### config.mk
export PLATFORM = sky130hd
export DESIGN_NAME = iocp_top
export DESIGN_NICKNAME = d
export VERILOG_FILES = /design/src/core/iocp_pwm_blk.v /design/src/core/iocp_top.v
export VERILOG_INCLUDE_DIRS = /design/src /design/src/core
export SDC_FILE = /design/constraint.sdc
export NUM_CORES = 2
export LEC_CHECK = 0
export ABC_CLOCK_PERIOD_IN_PS = 4800
export BUFFER_PORTS_ARGS = -buffer_cell sky130_fd_sc_hd__clkbuf_2
export CAP_MARGIN = 10
export CORE_ASPECT_RATIO = 1.1
export CORE_UTILIZATION = 50
export DETAILED_ROUTE_END_ITERATION = 8
export PLACE_DENSITY = 0.66
export SLEW_MARGIN = 20
export SYNTH_ARGS = -nofsm -noshare
export SYNTH_HDL_FRONTEND = slang
export SYNTH_SLANG_ARGS = --single-unit
### constraint.sdc
create_clock -name CLK -period 4.8 [get_ports CLK]
set_input_delay 1.2 -clock CLK [delete_from_list [all_inputs] [get_ports CLK]]
set_output_delay 1.2 -clock CLK [all_outputs]
set_load 0.01 [all_outputs]
### src/core/iocp_regs.vh
// Constants for the input counter and output modulation block
// Summary of operation
// Twelve inputs mapped onto timer blocks 0-3,6,7
// Output pairs mapped onto timer blocks 2-5
// Conflicting block setting reports error, not applied
// Any input: interrupt, counter or capture
// Quadrature uses two/three pins of one block
// Interrupt edge: rising, falling or both
// Counter counts up or down on chosen edges
// Capture latches timestamp at event start and end
// Clear command resets an event counter
// Start and stop stamps read separately
// Eight outputs sink low or release line
// Outputs released after reset until enabled
// Outputs in one block share one period
// Noninverted width mod: high, then low
// Inverted width mod: low, then high
// Width mod starts on trigger, block edges aligned
// Position mod delayed by offset after trigger
// Position mod inverted by starting level, aligned
// Quadrature steps by phase order; index clears
`ifndef IOCP_REGS_VH
`define IOCP_REGS_VH
`define IOCP_NIN 12
`define IOCP_NOUT 8
`define IOCP_W 16
`define IOCP_ZERO 16'h0000
`define IOCP_ONE 16'h0001
// Command operations
`define IOCP_OP_IN 2'h0
`define IOCP_OP_OUT 2'h1
`define IOCP_OP_CLR 2'h2
// Input modes
`define IOCP_IM_OFF 3'h0
`define IOCP_IM_IRQ 3'h1
`define IOCP_IM_CNT 3'h2
`define IOCP_IM_CAP 3'h3
`define IOCP_IM_QUAD 3'h4
// Output modes
`define IOCP_OM_OFF 2'h0
`define IOCP_OM_STAT 2'h1
`define IOCP_OM_PWM 2'h2
`define IOCP_OM_PPM 2'h3
// Block usage categories
`define IOCP_CAT_NONE 2'h0
`define IOCP_CAT_EV 2'h1
`define IOCP_CAT_QD 2'h2
`define IOCP_CAT_PW 2'h3
// Timer block numbers and last channel numbers
`define IOCP_BLK0 3'h0
`define IOCP_BLK1 3'h1
`define IOCP_BLK2 3'h2
`define IOCP_BLK3 3'h3
`define IOCP_BLK6 3'h6
`define IOCP_BLK7 3'h7
`define IOCP_OBLK_BASE 3'h2
`define IOCP_LAST_IN 4'hB
`define IOCP_LAST_OUT 4'h7
`endif

### src/core/iocp_pwm_blk.v
// Shared-period waveform generator for one output timer block
`timescale 1ns/10ps
module iocp_pwm_blk (
  input wire clk,
  input wire ce,
  input wire rst_b,
  input wire trig,
  input wire restart,
  input wire [15:0] period,
  input wire [3:0] mode,
  input wire [1:0] inv,
  input wire [31:0] duty,
  input wire [31:0] offs,
  output reg [1:0] oe_b_q
);
`include "iocp_regs.vh"
  reg [15:0] ph_q; // Shared phase counter, keeps edges aligned
  reg run_q; // Set by the trigger
  wire [15:0] last = (period == `IOCP_ZERO) ? `IOCP_ZERO : period - `IOCP_ONE;
  genvar k;

  // One counter for both outputs so their edges line up
  always @(posedge clk or negedge rst_b) begin
    if (!rst_b) begin
      ph_q <= `IOCP_ZERO;
      run_q <= 1'b0;
    end else if (ce) begin
      if (restart) begin
        // Reconfigured: halt, but keep a trigger that lands on this same edge
        run_q <= trig;
        ph_q <= `IOCP_ZERO;
      end else if (!run_q) begin
        if (trig) begin
          run_q <= 1'b1;
          ph_q <= `IOCP_ZERO;
        end
      end else if (ph_q >= last) begin
        ph_q <= `IOCP_ZERO;
      end else begin
        ph_q <= ph_q + `IOCP_ONE;
      end
    end
  end

  generate
    for (k = 0; k < 2; k = k + 1) begin : g_out
      wire [1:0] m = mode[2*k+:2];
      wire [15:0] d = duty[16*k+:16];
      wire [15:0] o = offs[16*k+:16];
      wire [15:0] rel = ph_q - o;
      wire act_w = ph_q < d;
      wire act_p = (ph_q >= o) && (rel < d);
      reg lvl;
      // Waveform level, high means sinking
      always @* begin
        case (m)
          `IOCP_OM_STAT: lvl = inv[k];
          `IOCP_OM_PWM: lvl = run_q & (act_w ^ inv[k]);
          `IOCP_OM_PPM: lvl = run_q & (act_p ^ inv[k]);
          default: lvl = 1'b0;
        endcase
      end
      // Registered enable, low pulls the line down
      always @(posedge clk or negedge rst_b) begin
        if (!rst_b) begin
          oe_b_q[k] <= 1'b1;
        end else if (ce) begin
          oe_b_q[k] <= ~lvl;
        end
      end
    end
  endgenerate
endmodule

### src/core/iocp_top.v
// Input event counting, capture, quadrature and output modulation core
`timescale 1ns/10ps
module iocp_top (
  input wire CLK,
  input wire CE,
  input wire RST_B,
  input wire [11:0] IN_PIN,
  input wire CMD_VALID,
  input wire [1:0] CMD_OP,
  input wire [3:0] CMD_CHAN,
  input wire [2:0] CMD_MODE,
  input wire [1:0] CMD_EDGE,
  input wire CMD_DOWN,
  input wire CMD_INDEX,
  input wire [3:0] CMD_STOP,
  input wire CMD_INV,
  input wire [15:0] CMD_PERIOD,
  input wire [15:0] CMD_DUTY,
  input wire [15:0] CMD_OFFSET,
  input wire [3:0] OUT_TRIG,
  input wire [3:0] RD_CHAN,
  output reg CMD_DONE,
  output reg CMD_CONFLICT,
  output reg [11:0] IN_IRQ,
  output reg [15:0] RD_COUNT,
  output reg [15:0] RD_BEGIN,
  output reg [15:0] RD_END,
  output reg RD_CAP_DONE,
  output reg [7:0] OUT_DO,
  output wire [7:0] OUT_OE_B
);
`include "iocp_regs.vh"

  // Input pin to timer block map
  function [2:0] in_blk;
    input [3:0] c;
    begin
      if (c < 4'h3) in_blk = `IOCP_BLK0;
      else if (c < 4'h6) in_blk = `IOCP_BLK1;
      else if (c < 4'h8) in_blk = `IOCP_BLK2;
      else if (c < 4'hA) in_blk = `IOCP_BLK3;
      else if (c == 4'hA) in_blk = `IOCP_BLK6;
      else in_blk = `IOCP_BLK7;
    end
  endfunction

  // Output pairs sit on blocks 2 to 5
  function [2:0] out_blk;
    input [3:0] c;
    begin
      out_blk = `IOCP_OBLK_BASE + {1'b0, c[2:1]};
    end
  endfunction

  // Edge select: bit 0 rising, bit 1 falling
  function edge_hit;
    input [1:0] e;
    input r;
    input f;
    begin
      edge_hit = (e[0] & r) | (e[1] & f);
    end
  endfunction

  // Input synchroniser, third stage only for edge detection
  reg [11:0] s1_q;
  reg [11:0] s2_q;
  reg [11:0] s3_q;
  reg [15:0] ts_q; // Free-running timestamp
  wire [11:0] rise = s2_q & ~s3_q;
  wire [11:0] fall = ~s2_q & s3_q;

  always @(posedge CLK or negedge RST_B) begin
    if (!RST_B) begin
      s1_q <= 12'h000;
      s2_q <= 12'h000;
      s3_q <= 12'h000;
      ts_q <= `IOCP_ZERO;
    end else if (CE) begin
      s1_q <= IN_PIN;
      s2_q <= s1_q;
      s3_q <= s2_q;
      ts_q <= ts_q + `IOCP_ONE;
    end
  end

  // Flattened per-channel state for muxing and conflict checks
  wire [35:0] imode_w;
  wire [191:0] cnt_w;
  wire [191:0] beg_w;
  wire [191:0] end_w;
  wire [11:0] cdone_w;
  wire [11:0] irq_w;
  reg [15:0] omode_flat_q; // Two bits per output
  reg [7:0] oinv_q;
  reg [127:0] oduty_q;
  reg [127:0] ooff_q;
  reg [63:0] bper_q; // One period per output block
  reg [3:0] restart_q;

  // Command decode
  wire op_in = CMD_OP == `IOCP_OP_IN;
  wire op_out = CMD_OP == `IOCP_OP_OUT;
  wire op_clr = CMD_OP == `IOCP_OP_CLR;
  wire [3:0] c1 = CMD_CHAN + 4'h1;
  wire [3:0] c2 = CMD_CHAN + 4'h2;
  wire [2:0] tblk = op_out ? out_blk(CMD_CHAN) : in_blk(CMD_CHAN);
  wire [1:0] oslot = CMD_CHAN[2:1];
  wire [1:0] new_om = CMD_MODE[1:0];
  reg [1:0] new_cat;
  reg conflict;
  reg [1:0] cat;
  integer j;

  // Requested usage and clash with the rest of the block
  always @* begin
    conflict = 1'b0;
    cat = `IOCP_CAT_NONE;
    new_cat = `IOCP_CAT_NONE;
    if (op_in) begin
      if (CMD_MODE == `IOCP_IM_QUAD) new_cat = `IOCP_CAT_QD;
      else if (CMD_MODE != `IOCP_IM_OFF) new_cat = `IOCP_CAT_EV;
    end else if (op_out) begin
      if (new_om[1]) new_cat = `IOCP_CAT_PW;
    end
    if (op_in || op_clr) begin
      if (CMD_CHAN > `IOCP_LAST_IN) conflict = 1'b1;
    end else if (op_out) begin
      if (CMD_CHAN > `IOCP_LAST_OUT) conflict = 1'b1;
    end else begin
      conflict = 1'b1;
    end
    // Partner pins must live in the same block
    if (new_cat == `IOCP_CAT_QD) begin
      if (CMD_CHAN >= `IOCP_LAST_IN || in_blk(c1) != tblk) conflict = 1'b1;
      if (CMD_INDEX && (c1 >= `IOCP_LAST_IN || in_blk(c2) != tblk)) conflict = 1'b1;
    end
    for (j = 0; j < 12; j = j + 1) begin
      if (!(op_in && CMD_CHAN == j) && in_blk(j[3:0]) == tblk) begin
        if (imode_w[3*j+:3] == `IOCP_IM_QUAD) cat = `IOCP_CAT_QD;
        else if (imode_w[3*j+:3] != `IOCP_IM_OFF) cat = `IOCP_CAT_EV;
        else cat = `IOCP_CAT_NONE;
        if (new_cat != `IOCP_CAT_NONE && cat != `IOCP_CAT_NONE && cat != new_cat) conflict = 1'b1;
      end
    end
    for (j = 0; j < 8; j = j + 1) begin
      if (!(op_out && CMD_CHAN == j) && out_blk(j[3:0]) == tblk && omode_flat_q[2*j+1]) begin
        if (new_cat != `IOCP_CAT_NONE && new_cat != `IOCP_CAT_PW) conflict = 1'b1;
        if (new_cat == `IOCP_CAT_PW && bper_q[16*j[2:1]+:16] != CMD_PERIOD) conflict = 1'b1;
      end
    end
  end

  wire accept = CMD_VALID & ~conflict;

  // Per-input event logic
  genvar i;
  generate
    for (i = 0; i < 12; i = i + 1) begin : g_in
      localparam integer PA = (i + 1) % 12; // Phase B partner
      localparam integer PI = (i + 2) % 12; // Index partner
      reg [2:0] mode_q;
      reg [1:0] edge_q;
      reg down_q;
      reg idx_q;
      reg [3:0] stop_q;
      reg [15:0] cnt_q;
      reg [15:0] beg_q;
      reg [15:0] end_q;
      reg run_q; // Capture waiting for stop edge
      reg done_q; // Capture pair complete
      reg irq_q;
      wire wr = accept & op_in & (CMD_CHAN == i);
      wire clr = accept & op_clr & (CMD_CHAN == i);
      wire hit = edge_hit(edge_q, rise[i], fall[i]);
      wire shit = edge_hit(edge_q, rise[stop_q], fall[stop_q]);
      // Quadrature phases, partner wraps only where conflict check forbids use
      wire qa = s2_q[i];
      wire qb = s2_q[PA];
      wire qa_p = s3_q[i];
      wire qb_p = s3_q[PA];
      wire qstep = (qa ^ qa_p) ^ (qb ^ qb_p);
      wire qup = qa ^ qb_p;
      wire qidx = idx_q & s2_q[PI];

      always @(posedge CLK or negedge RST_B) begin
        if (!RST_B) begin
          mode_q <= `IOCP_IM_OFF;
          edge_q <= 2'h0;
          down_q <= 1'b0;
          idx_q <= 1'b0;
          stop_q <= 4'h0;
          cnt_q <= `IOCP_ZERO;
          beg_q <= `IOCP_ZERO;
          end_q <= `IOCP_ZERO;
          run_q <= 1'b0;
          done_q <= 1'b0;
          irq_q <= 1'b0;
        end else if (CE) begin
          irq_q <= 1'b0;
          if (wr) begin
            // New setting also restarts the channel
            mode_q <= CMD_MODE;
            edge_q <= CMD_EDGE;
            down_q <= CMD_DOWN;
            idx_q <= CMD_INDEX;
            stop_q <= (CMD_STOP > `IOCP_LAST_IN) ? CMD_CHAN : CMD_STOP;
            cnt_q <= `IOCP_ZERO;
            run_q <= 1'b0;
            done_q <= 1'b0;
          end else if (clr) begin
            cnt_q <= `IOCP_ZERO;
            beg_q <= `IOCP_ZERO;
            end_q <= `IOCP_ZERO;
            run_q <= 1'b0;
            done_q <= 1'b0;
          end else begin
            case (mode_q)
              `IOCP_IM_IRQ: irq_q <= hit;
              `IOCP_IM_CNT: begin
                if (hit) cnt_q <= down_q ? cnt_q - `IOCP_ONE : cnt_q + `IOCP_ONE;
              end
              `IOCP_IM_CAP: begin
                if (!run_q && hit) begin
                  beg_q <= ts_q;
                  run_q <= 1'b1;
                  done_q <= 1'b0;
                end else if (run_q && shit) begin
                  end_q <= ts_q;
                  run_q <= 1'b0;
                  done_q <= 1'b1;
                end
              end
              `IOCP_IM_QUAD: begin
                if (qidx) cnt_q <= `IOCP_ZERO;
                else if (qstep) cnt_q <= qup ? cnt_q + `IOCP_ONE : cnt_q - `IOCP_ONE;
              end
              default: irq_q <= 1'b0;
            endcase
          end
        end
      end
      assign imode_w[3*i+:3] = mode_q;
      assign cnt_w[16*i+:16] = cnt_q;
      assign beg_w[16*i+:16] = beg_q;
      assign end_w[16*i+:16] = end_q;
      assign cdone_w[i] = done_q;
      assign irq_w[i] = irq_q;
    end
  endgenerate

  // Output configuration store
  always @(posedge CLK or negedge RST_B) begin
    if (!RST_B) begin
      omode_flat_q <= 16'h0000;
      oinv_q <= 8'h00;
      oduty_q <= 128'h0;
      ooff_q <= 128'h0;
      bper_q <= 64'h0;
      restart_q <= 4'h0;
    end else if (CE) begin
      restart_q <= 4'h0;
      if (accept && op_out) begin
        omode_flat_q[2*CMD_CHAN[2:0]+:2] <= new_om;
        oinv_q[CMD_CHAN[2:0]] <= CMD_INV;
        oduty_q[16*CMD_CHAN[2:0]+:16] <= CMD_DUTY;
        ooff_q[16*CMD_CHAN[2:0]+:16] <= CMD_OFFSET;
        restart_q[oslot] <= 1'b1;
        if (new_om[1]) bper_q[16*oslot+:16] <= CMD_PERIOD;
      end
    end
  end

  // One waveform engine per output block, pairs share the period
  genvar b;
  generate
    for (b = 0; b < 4; b = b + 1) begin : g_blk
      iocp_pwm_blk u_pwm (
        .clk(CLK),
        .ce(CE),
        .rst_b(RST_B),
        .trig(OUT_TRIG[b]),
        .restart(restart_q[b]),
        .period(bper_q[16*b+:16]),
        .mode(omode_flat_q[4*b+:4]),
        .inv(oinv_q[2*b+:2]),
        .duty(oduty_q[32*b+:32]),
        .offs(ooff_q[32*b+:32]),
        .oe_b_q(OUT_OE_B[2*b+:2])
      );
    end
  endgenerate

  // Answers, interrupts and readback
  always @(posedge CLK or negedge RST_B) begin
    if (!RST_B) begin
      CMD_DONE <= 1'b0;
      CMD_CONFLICT <= 1'b0;
      IN_IRQ <= 12'h000;
      RD_COUNT <= `IOCP_ZERO;
      RD_BEGIN <= `IOCP_ZERO;
      RD_END <= `IOCP_ZERO;
      RD_CAP_DONE <= 1'b0;
      OUT_DO <= 8'h00;
    end else if (CE) begin
      CMD_DONE <= accept;
      CMD_CONFLICT <= CMD_VALID & conflict;
      IN_IRQ <= irq_w;
      OUT_DO <= 8'h00; // Line only ever pulled low
      // Out-of-range index reads as zero
      if (RD_CHAN > `IOCP_LAST_IN) begin
        RD_COUNT <= `IOCP_ZERO;
        RD_BEGIN <= `IOCP_ZERO;
        RD_END <= `IOCP_ZERO;
        RD_CAP_DONE <= 1'b0;
      end else begin
        RD_COUNT <= cnt_w[16*RD_CHAN+:16];
        RD_BEGIN <= beg_w[16*RD_CHAN+:16];
        RD_END <= end_w[16*RD_CHAN+:16];
        RD_CAP_DONE <= cdone_w[RD_CHAN];
      end
    end
  end
endmodule

# == After elaboration in Yosys (flattened, before gate mapping) ==
# Cells that the tools add are included.
# word_totals
regBits,1283
inputBits,90
output_inout_bits,79
word_cells,1520
# op_classes
n_addsub,47
order_cmp,63
n_eq_ne,152
shift,10
mux,555
n_bitwise,205
n_reduce_logical,323
# op_table
op,count
$mux 16,191
$shiftx 192x9->16,3
$pmux 16 s2,12
$add 16x1->16 const B,17
$mux 1,267
$bwmux 128,2
$lt 16x16->1,16
$shiftx 16x34->128,2
$sub 16x1->16 const B,16
$ge 16x16->1,12
$shift 16x34->128 const A,1
$sub 16x16->16,8
$logic_and 1x1->1,113
$and 1x1->1,104
$bmux 1 s4,25
$reduce_bool 2->1,49
$reduce_and 4->1,24
$reduce_bool 4->1,24
$reduce_bool 3->1,29
$eq 3x2->1 const B,24
$lt 4x5->1 const B,13
$bwmux 64,1
$logic_not 16->1,4
$ne 16x16->1,4
57 further kinds,394

# == Longest topological paths before layout ==
# logic_depth
ltp_word,67
depth_mapped,23
ltp_nobuf,23

# == Modules after synthesis ==
# Synthesis repeated with hierarchy kept, for this count alone.
# unflattened
cells_unflattened,8652
area_unflattened_um2,84357.2
# modules_own_cells
module,instances,cells_per_inst,area_each_um2,seq_area_each_um2
iocp_top,1,6181,65653.0,30204.0
iocp_pwm_blk (g_blk[0].u_pwm ...),3,614,4662.0,478.0
iocp_pwm_blk (g_blk[3].u_pwm),1,629,4718.3,478.0

# == Worst setup path before layout ==
# Ideal clock, no wire load.
# synth_path
path_type,input port to flip-flop
start,input port CMD_CHAN[2]
end,register omode_flat_q[15]
setup_time_ns,0.128
arrival_time_ns,5.120
required_ns,4.672
setup_slack_ns,-0.447
stages,16
n_path_buf,4
path_cell_list,buf_2 -> inv_1 -> ha_1 -> and3b_1 -> buf_2 -> a211o_1 -> a22oi_4 -> xor2_1 -> a2111oi_4 -> nand2_2 -> nor4_4 -> buf_6 -> nand2_2 -> nor4_4 -> buf_6 -> mux2_1
# synth_between
elab_chain_cells,65
word_cells_on_any_way,195
cone_classes,add/sub: 4; order compare: 16; eq/ne: 22; shift: 2; mux: 74; bitwise: 2; reduce/logical: 75
# synth_lines
element,line_no,source
from (decl),iocp_top.v:10,"input wire [3:0] CMD_CHAN,"
branches (longest 65 deep; another with $add 4x1->4),n/a,
"to (signal, indexed assignment)",iocp_top.v:264,omode_flat_q[2*CMD_CHAN[2:0]+:2] <= new_om;
to (decl),iocp_top.v:94,reg [15:0] omode_flat_q;
# Several ways; the timed one is not identified. The select of a mux whose other input is x is not followed.
# A chain may end at the register's enable or synchronous reset.

# == Worst setup path after layout ==
# layout_path
start,register g_blk[2].u_pwm.ph_q[0]
end,register g_blk[2].u_pwm.oe_b_q[0]
# layout_between
elab_chain_cells,7
word_cells_on_any_way,11
cone_classes,add/sub: 1; order compare: 3; mux: 1; bitwise: 5; reduce/logical: 1
# layout_lines
element,line_no,source
from (decl),iocp_pwm_blk.v:17,reg [15:0] ph_q;
from (signal assigned),iocp_pwm_blk.v:25,ph_q <= `IOCP_ZERO;
from (signal assigned),iocp_pwm_blk.v:31,ph_q <= `IOCP_ZERO;
from (signal assigned),iocp_pwm_blk.v:35,ph_q <= `IOCP_ZERO;
$sub 16x16->16,iocp_pwm_blk.v:50,wire [15:0] rel = ph_q - o;
$lt 16x16->1,iocp_pwm_blk.v:52,wire act_p = (ph_q >= o) && (rel < d);
$logic_and 1x1->1,iocp_pwm_blk.v:52,
$xor 1x1->1,iocp_pwm_blk.v:59,`IOCP_OM_PPM: lvl = run_q & (act_p ^ inv[k]);
$and 1x1->1,iocp_pwm_blk.v:59,
$pmux 1 s3 (*),iocp_pwm_blk.v:56,case (m)
$not 1->1 (*),iocp_pwm_blk.v:68,oe_b_q[k] <= ~lvl;
"to (signal, indexed assignment)",iocp_pwm_blk.v:68,
to (decl),iocp_pwm_blk.v:14,output reg [1:0] oe_b_q
# Every way passes the cells marked *; elsewhere a longest branch is shown, timed or not.

==> impl_metrics.tcl <==
set metrics [dict create \
    slew_headroom_pct 21.7 \
    cts_buffer_depth 3 \
    met3_usage_pct 7.09 \
    rsz0062_at_grt "true" \
    first_pass_iters 6 \
    synth_area_um2 83200 \
    synth_most_common_cell "dfrtp_1" \
    syn2layout_area_growth_pct 14.7 \
    wire_per_inst_um 25.6 \
    hold_viol 0 \
    power.leakage_nw 44.1 \
    yosysWarnings 0 \
    yosysUniqueCellTypes 104 \
    peakVddDrop_v 0.000393 \
    drc 0 \
    path_class "flip-flop to flip-flop" \
    antenna_found_initial 21 \
    rows 156 \
    synthArstFlopShare_pct 100 \
    dp_hpwl_mm 211 \
    synth-edff-count 0 \
    required_ns 5.54 \
    numCtsBuffers 148 \
    critPathLaunchType "flip-flop" \
    cts.sinks 1283 \
    ioPinCount 169 \
    synth_common_cells "dfrtp_1, nand2_1, o21ai_0" \
    ys_ff_latch 1283 \
    grt_max_degree 150 \
    place.port_buffers 160 \
    die_area_um2 168000 \
    yosys-top-cells-area "dfrtp_1, ha_1, mux2_2" \
    clk_pin_slew_worst_paths_ns 0.06 \
    tightest_slew_ns 1.17 \
    grt_overflow_total 0 \
    finalSetupViolCount 0 \
    hp-class "input port to async pin" \
    synth_cells 8518 \
    vias_per_cell 6.33 \
    core_um2 165000 \
    yosysTopAreaCell "dfrtp_1" \
    fin_tns_setup_ns 0 \
    ys_seq_area_share_pct 38.6 \
    ant_nets 0 \
    hold_ws_ns 0.273 \
    fin_nets 9442 \
    worstPathMaxFanout 3 \
    h-tree-depth 4 \
    grt-busiest-layer "met2" \
    place_congestion 1.00 \
    grt_usage_pct 33.9 \
    synth_top_area_share_pct 38.4 \
    outcome "finished clean" \
    fmax_ghz 0.219 \
    cts_hold_buf 0 \
    drive_gt1_share_pct 20.0 \
    cts_tree "done" \
    vias 70900 \
    maxCapViolCount 0 \
    worst_r2r_path_depth 20 \
    p_per_area_nw_per_um2 353 \
    ys.flop_type "dfrtp_1" \
    avgSynthCellArea_um2 9.76 \
    drt_iter0_markers 7258 \
    grt_first_pass_wirelength_mm 432 \
    grtUsageMet1_pct 42.7 \
    worstPathArrival_ns 5.31 \
    crit_path_end_kind "flip-flop" \
    grt_use_met2_pct 53.9 \
    fp.dieW_um 391 \
    start_util_pct 50.5 \
    finalMaxSlewViolations 0 \
    ctsRootBufferMaster "clkbuf_16" \
    period_share_pct 95.2 \
    period_needed_ns 4.57 \
    nFillCells 14300 \
    drt_wl_total_mm 287 \
    skew_ns 0.0389 \
    die_h_um 430 \
    grt_pass1_vias 69200 \
    clkLatencyLatePin_ns 0.84 \
]
## cell families (layout without fill, tap and decap cells)
kind of cell | after synthesis | count (layout) | share of synthesized area, %
multiplexers | 820 | 820 | 13.9
XOR/XNOR | 312 | 312 | 3.29
other | 1 | 15 | 0.00451
flip-flops | 1283 | 1283 | 38.6
AO/OA/AOI/OAI | 2079 | 2079 | 16.5
AND/OR/NAND/NOR | 2551 | 2551 | 15.4
buffers and inverters | 961 | 1404 | 4.57
adder cells (fa/ha/maj) | 511 | 511 | 7.76
## worst max-delay path, stage by stage (launching register included)
cell and delay (ns):
dfrtp_1 0.40, inv_2 0.11, ha_1 0.16, inv_1 0.06, fa_1 0.39, a21o_1 0.20, a21oi_2 0.18, o21ai_0 0.11
o211a_1 0.18, o41a_1 0.36, a21o_1 0.20, a21oi_1 0.18, xnor2_1 0.14, ha_1 0.26, a21o_1 0.17, a2111oi_2 0.35
o221ai_1 0.16, a21oi_1 0.19, a21oi_2 0.13, or3_1 0.36, a32o_1 0.22
## cell type report
type / instances / area [um2] / share of cell area (%)
multi-input combinational: 6281 / 47700 / 50.0
clock buffer: 204 / 4250 / 4.45
antenna: 7 / 17.5 / 0.0184
timing repair buffer: 683 / 5810 / 6.09
tap: 2212 / 2770 / 2.90
inverter: 444 / 1670 / 1.75
sequential: 1283 / 32100 / 33.7
clock inverter: 73 / 1040 / 1.09
## flip-flops by register name, summed over array words and instances (netlist names), 24 cells and up
register and count:
g_in.beg_q 192, g_blk.u_pwm.ph_q 64, g_in.edge_q 24, g_in.stop_q 48
bper_q 64, oduty_q 128, g_in.end_q 192, ooff_q 128
g_in.mode_q 36, g_in.cnt_q 192
## placed cells by master, fill, tap and decap left out, types with 120 or more instances in the layout
master and n:
a21o_1 187, a21oi_1 334, a22o_1 158, buf_4 441, clkbuf_16 149, clkbuf_2 155
dfrtp_1 1273, ha_1 502, inv_1 434, mux2_2 443, mux4_2 213, nand2_1 856
nand3_1 262, nor2_1 376, nor2b_1 127, nor3_1 181, o21ai_0 616, o31ai_1 120
xnor2_1 153, xor2_1 158
## timing repair
action	4_1_cts	5_1_grt
gates resized for setup	7	40
pin swaps	0	5
buffers inserted	0	4
setup endpoints to repair	4	7
## report_power, final
| part | leakage [nW] | total (mW) | internal (mW) | switching [mW] |
|---|---|---|---|---|
| sequential | 16.8 | 12.2 | 11.3 | 0.914 |
| combinational | 24.7 | 9.13 | 4.01 | 5.13 |
| clock | 2.60 | 12.3 | 7.28 | 5.00 |
| total | 44.1 | 33.6 | 22.6 | 11.0 |
## metrics by stage
step                      setup WS (ns)  cell area, um2  std cells  util (%)  total power [mW]
after floorplan                 0.00130           83400       8525         -              18.2
after global placement           -0.262           89900      10900      54.6              20.9
after detailed placement         -0.297           89900      10900      54.6              21.2
after CTS                       0.00401           95200      11200      57.8              33.5
after global routing            -0.0293           95400      11200      57.9              35.2
final                             0.228           95400      11200      57.9              33.6
## routing by layer
layer  wire (um)  vias to the layer above
li1            -                    31800
met1      113000                    35200
met2      132000                     3005
met3       23200                      810
met4       18400                       30
met5         184                        -
## final timing paths
path | slack (ns) | endpoint | startpoint
worst max-delay path | 0.23 | g_blk[2].u_pwm.oe_b_q[0] | g_blk[2].u_pwm.ph_q[0]
worst min-delay path | 0.27 | g_in[6].cnt_q[6] | RST_B
worst max register to register | 0.23 | g_blk[2].u_pwm.oe_b_q[0] | g_blk[2].u_pwm.ph_q[0]
worst min register to register | 0.48 | g_in[1].beg_q[15] | g_in[1].beg_q[15]
max in group asynchronous | 3.15 | g_in[11].run_q | RST_B
min in group CLK | 0.48 | g_in[1].beg_q[15] | g_in[1].beg_q[15]
Note: power is estimated with default switching activity, not from simulation.
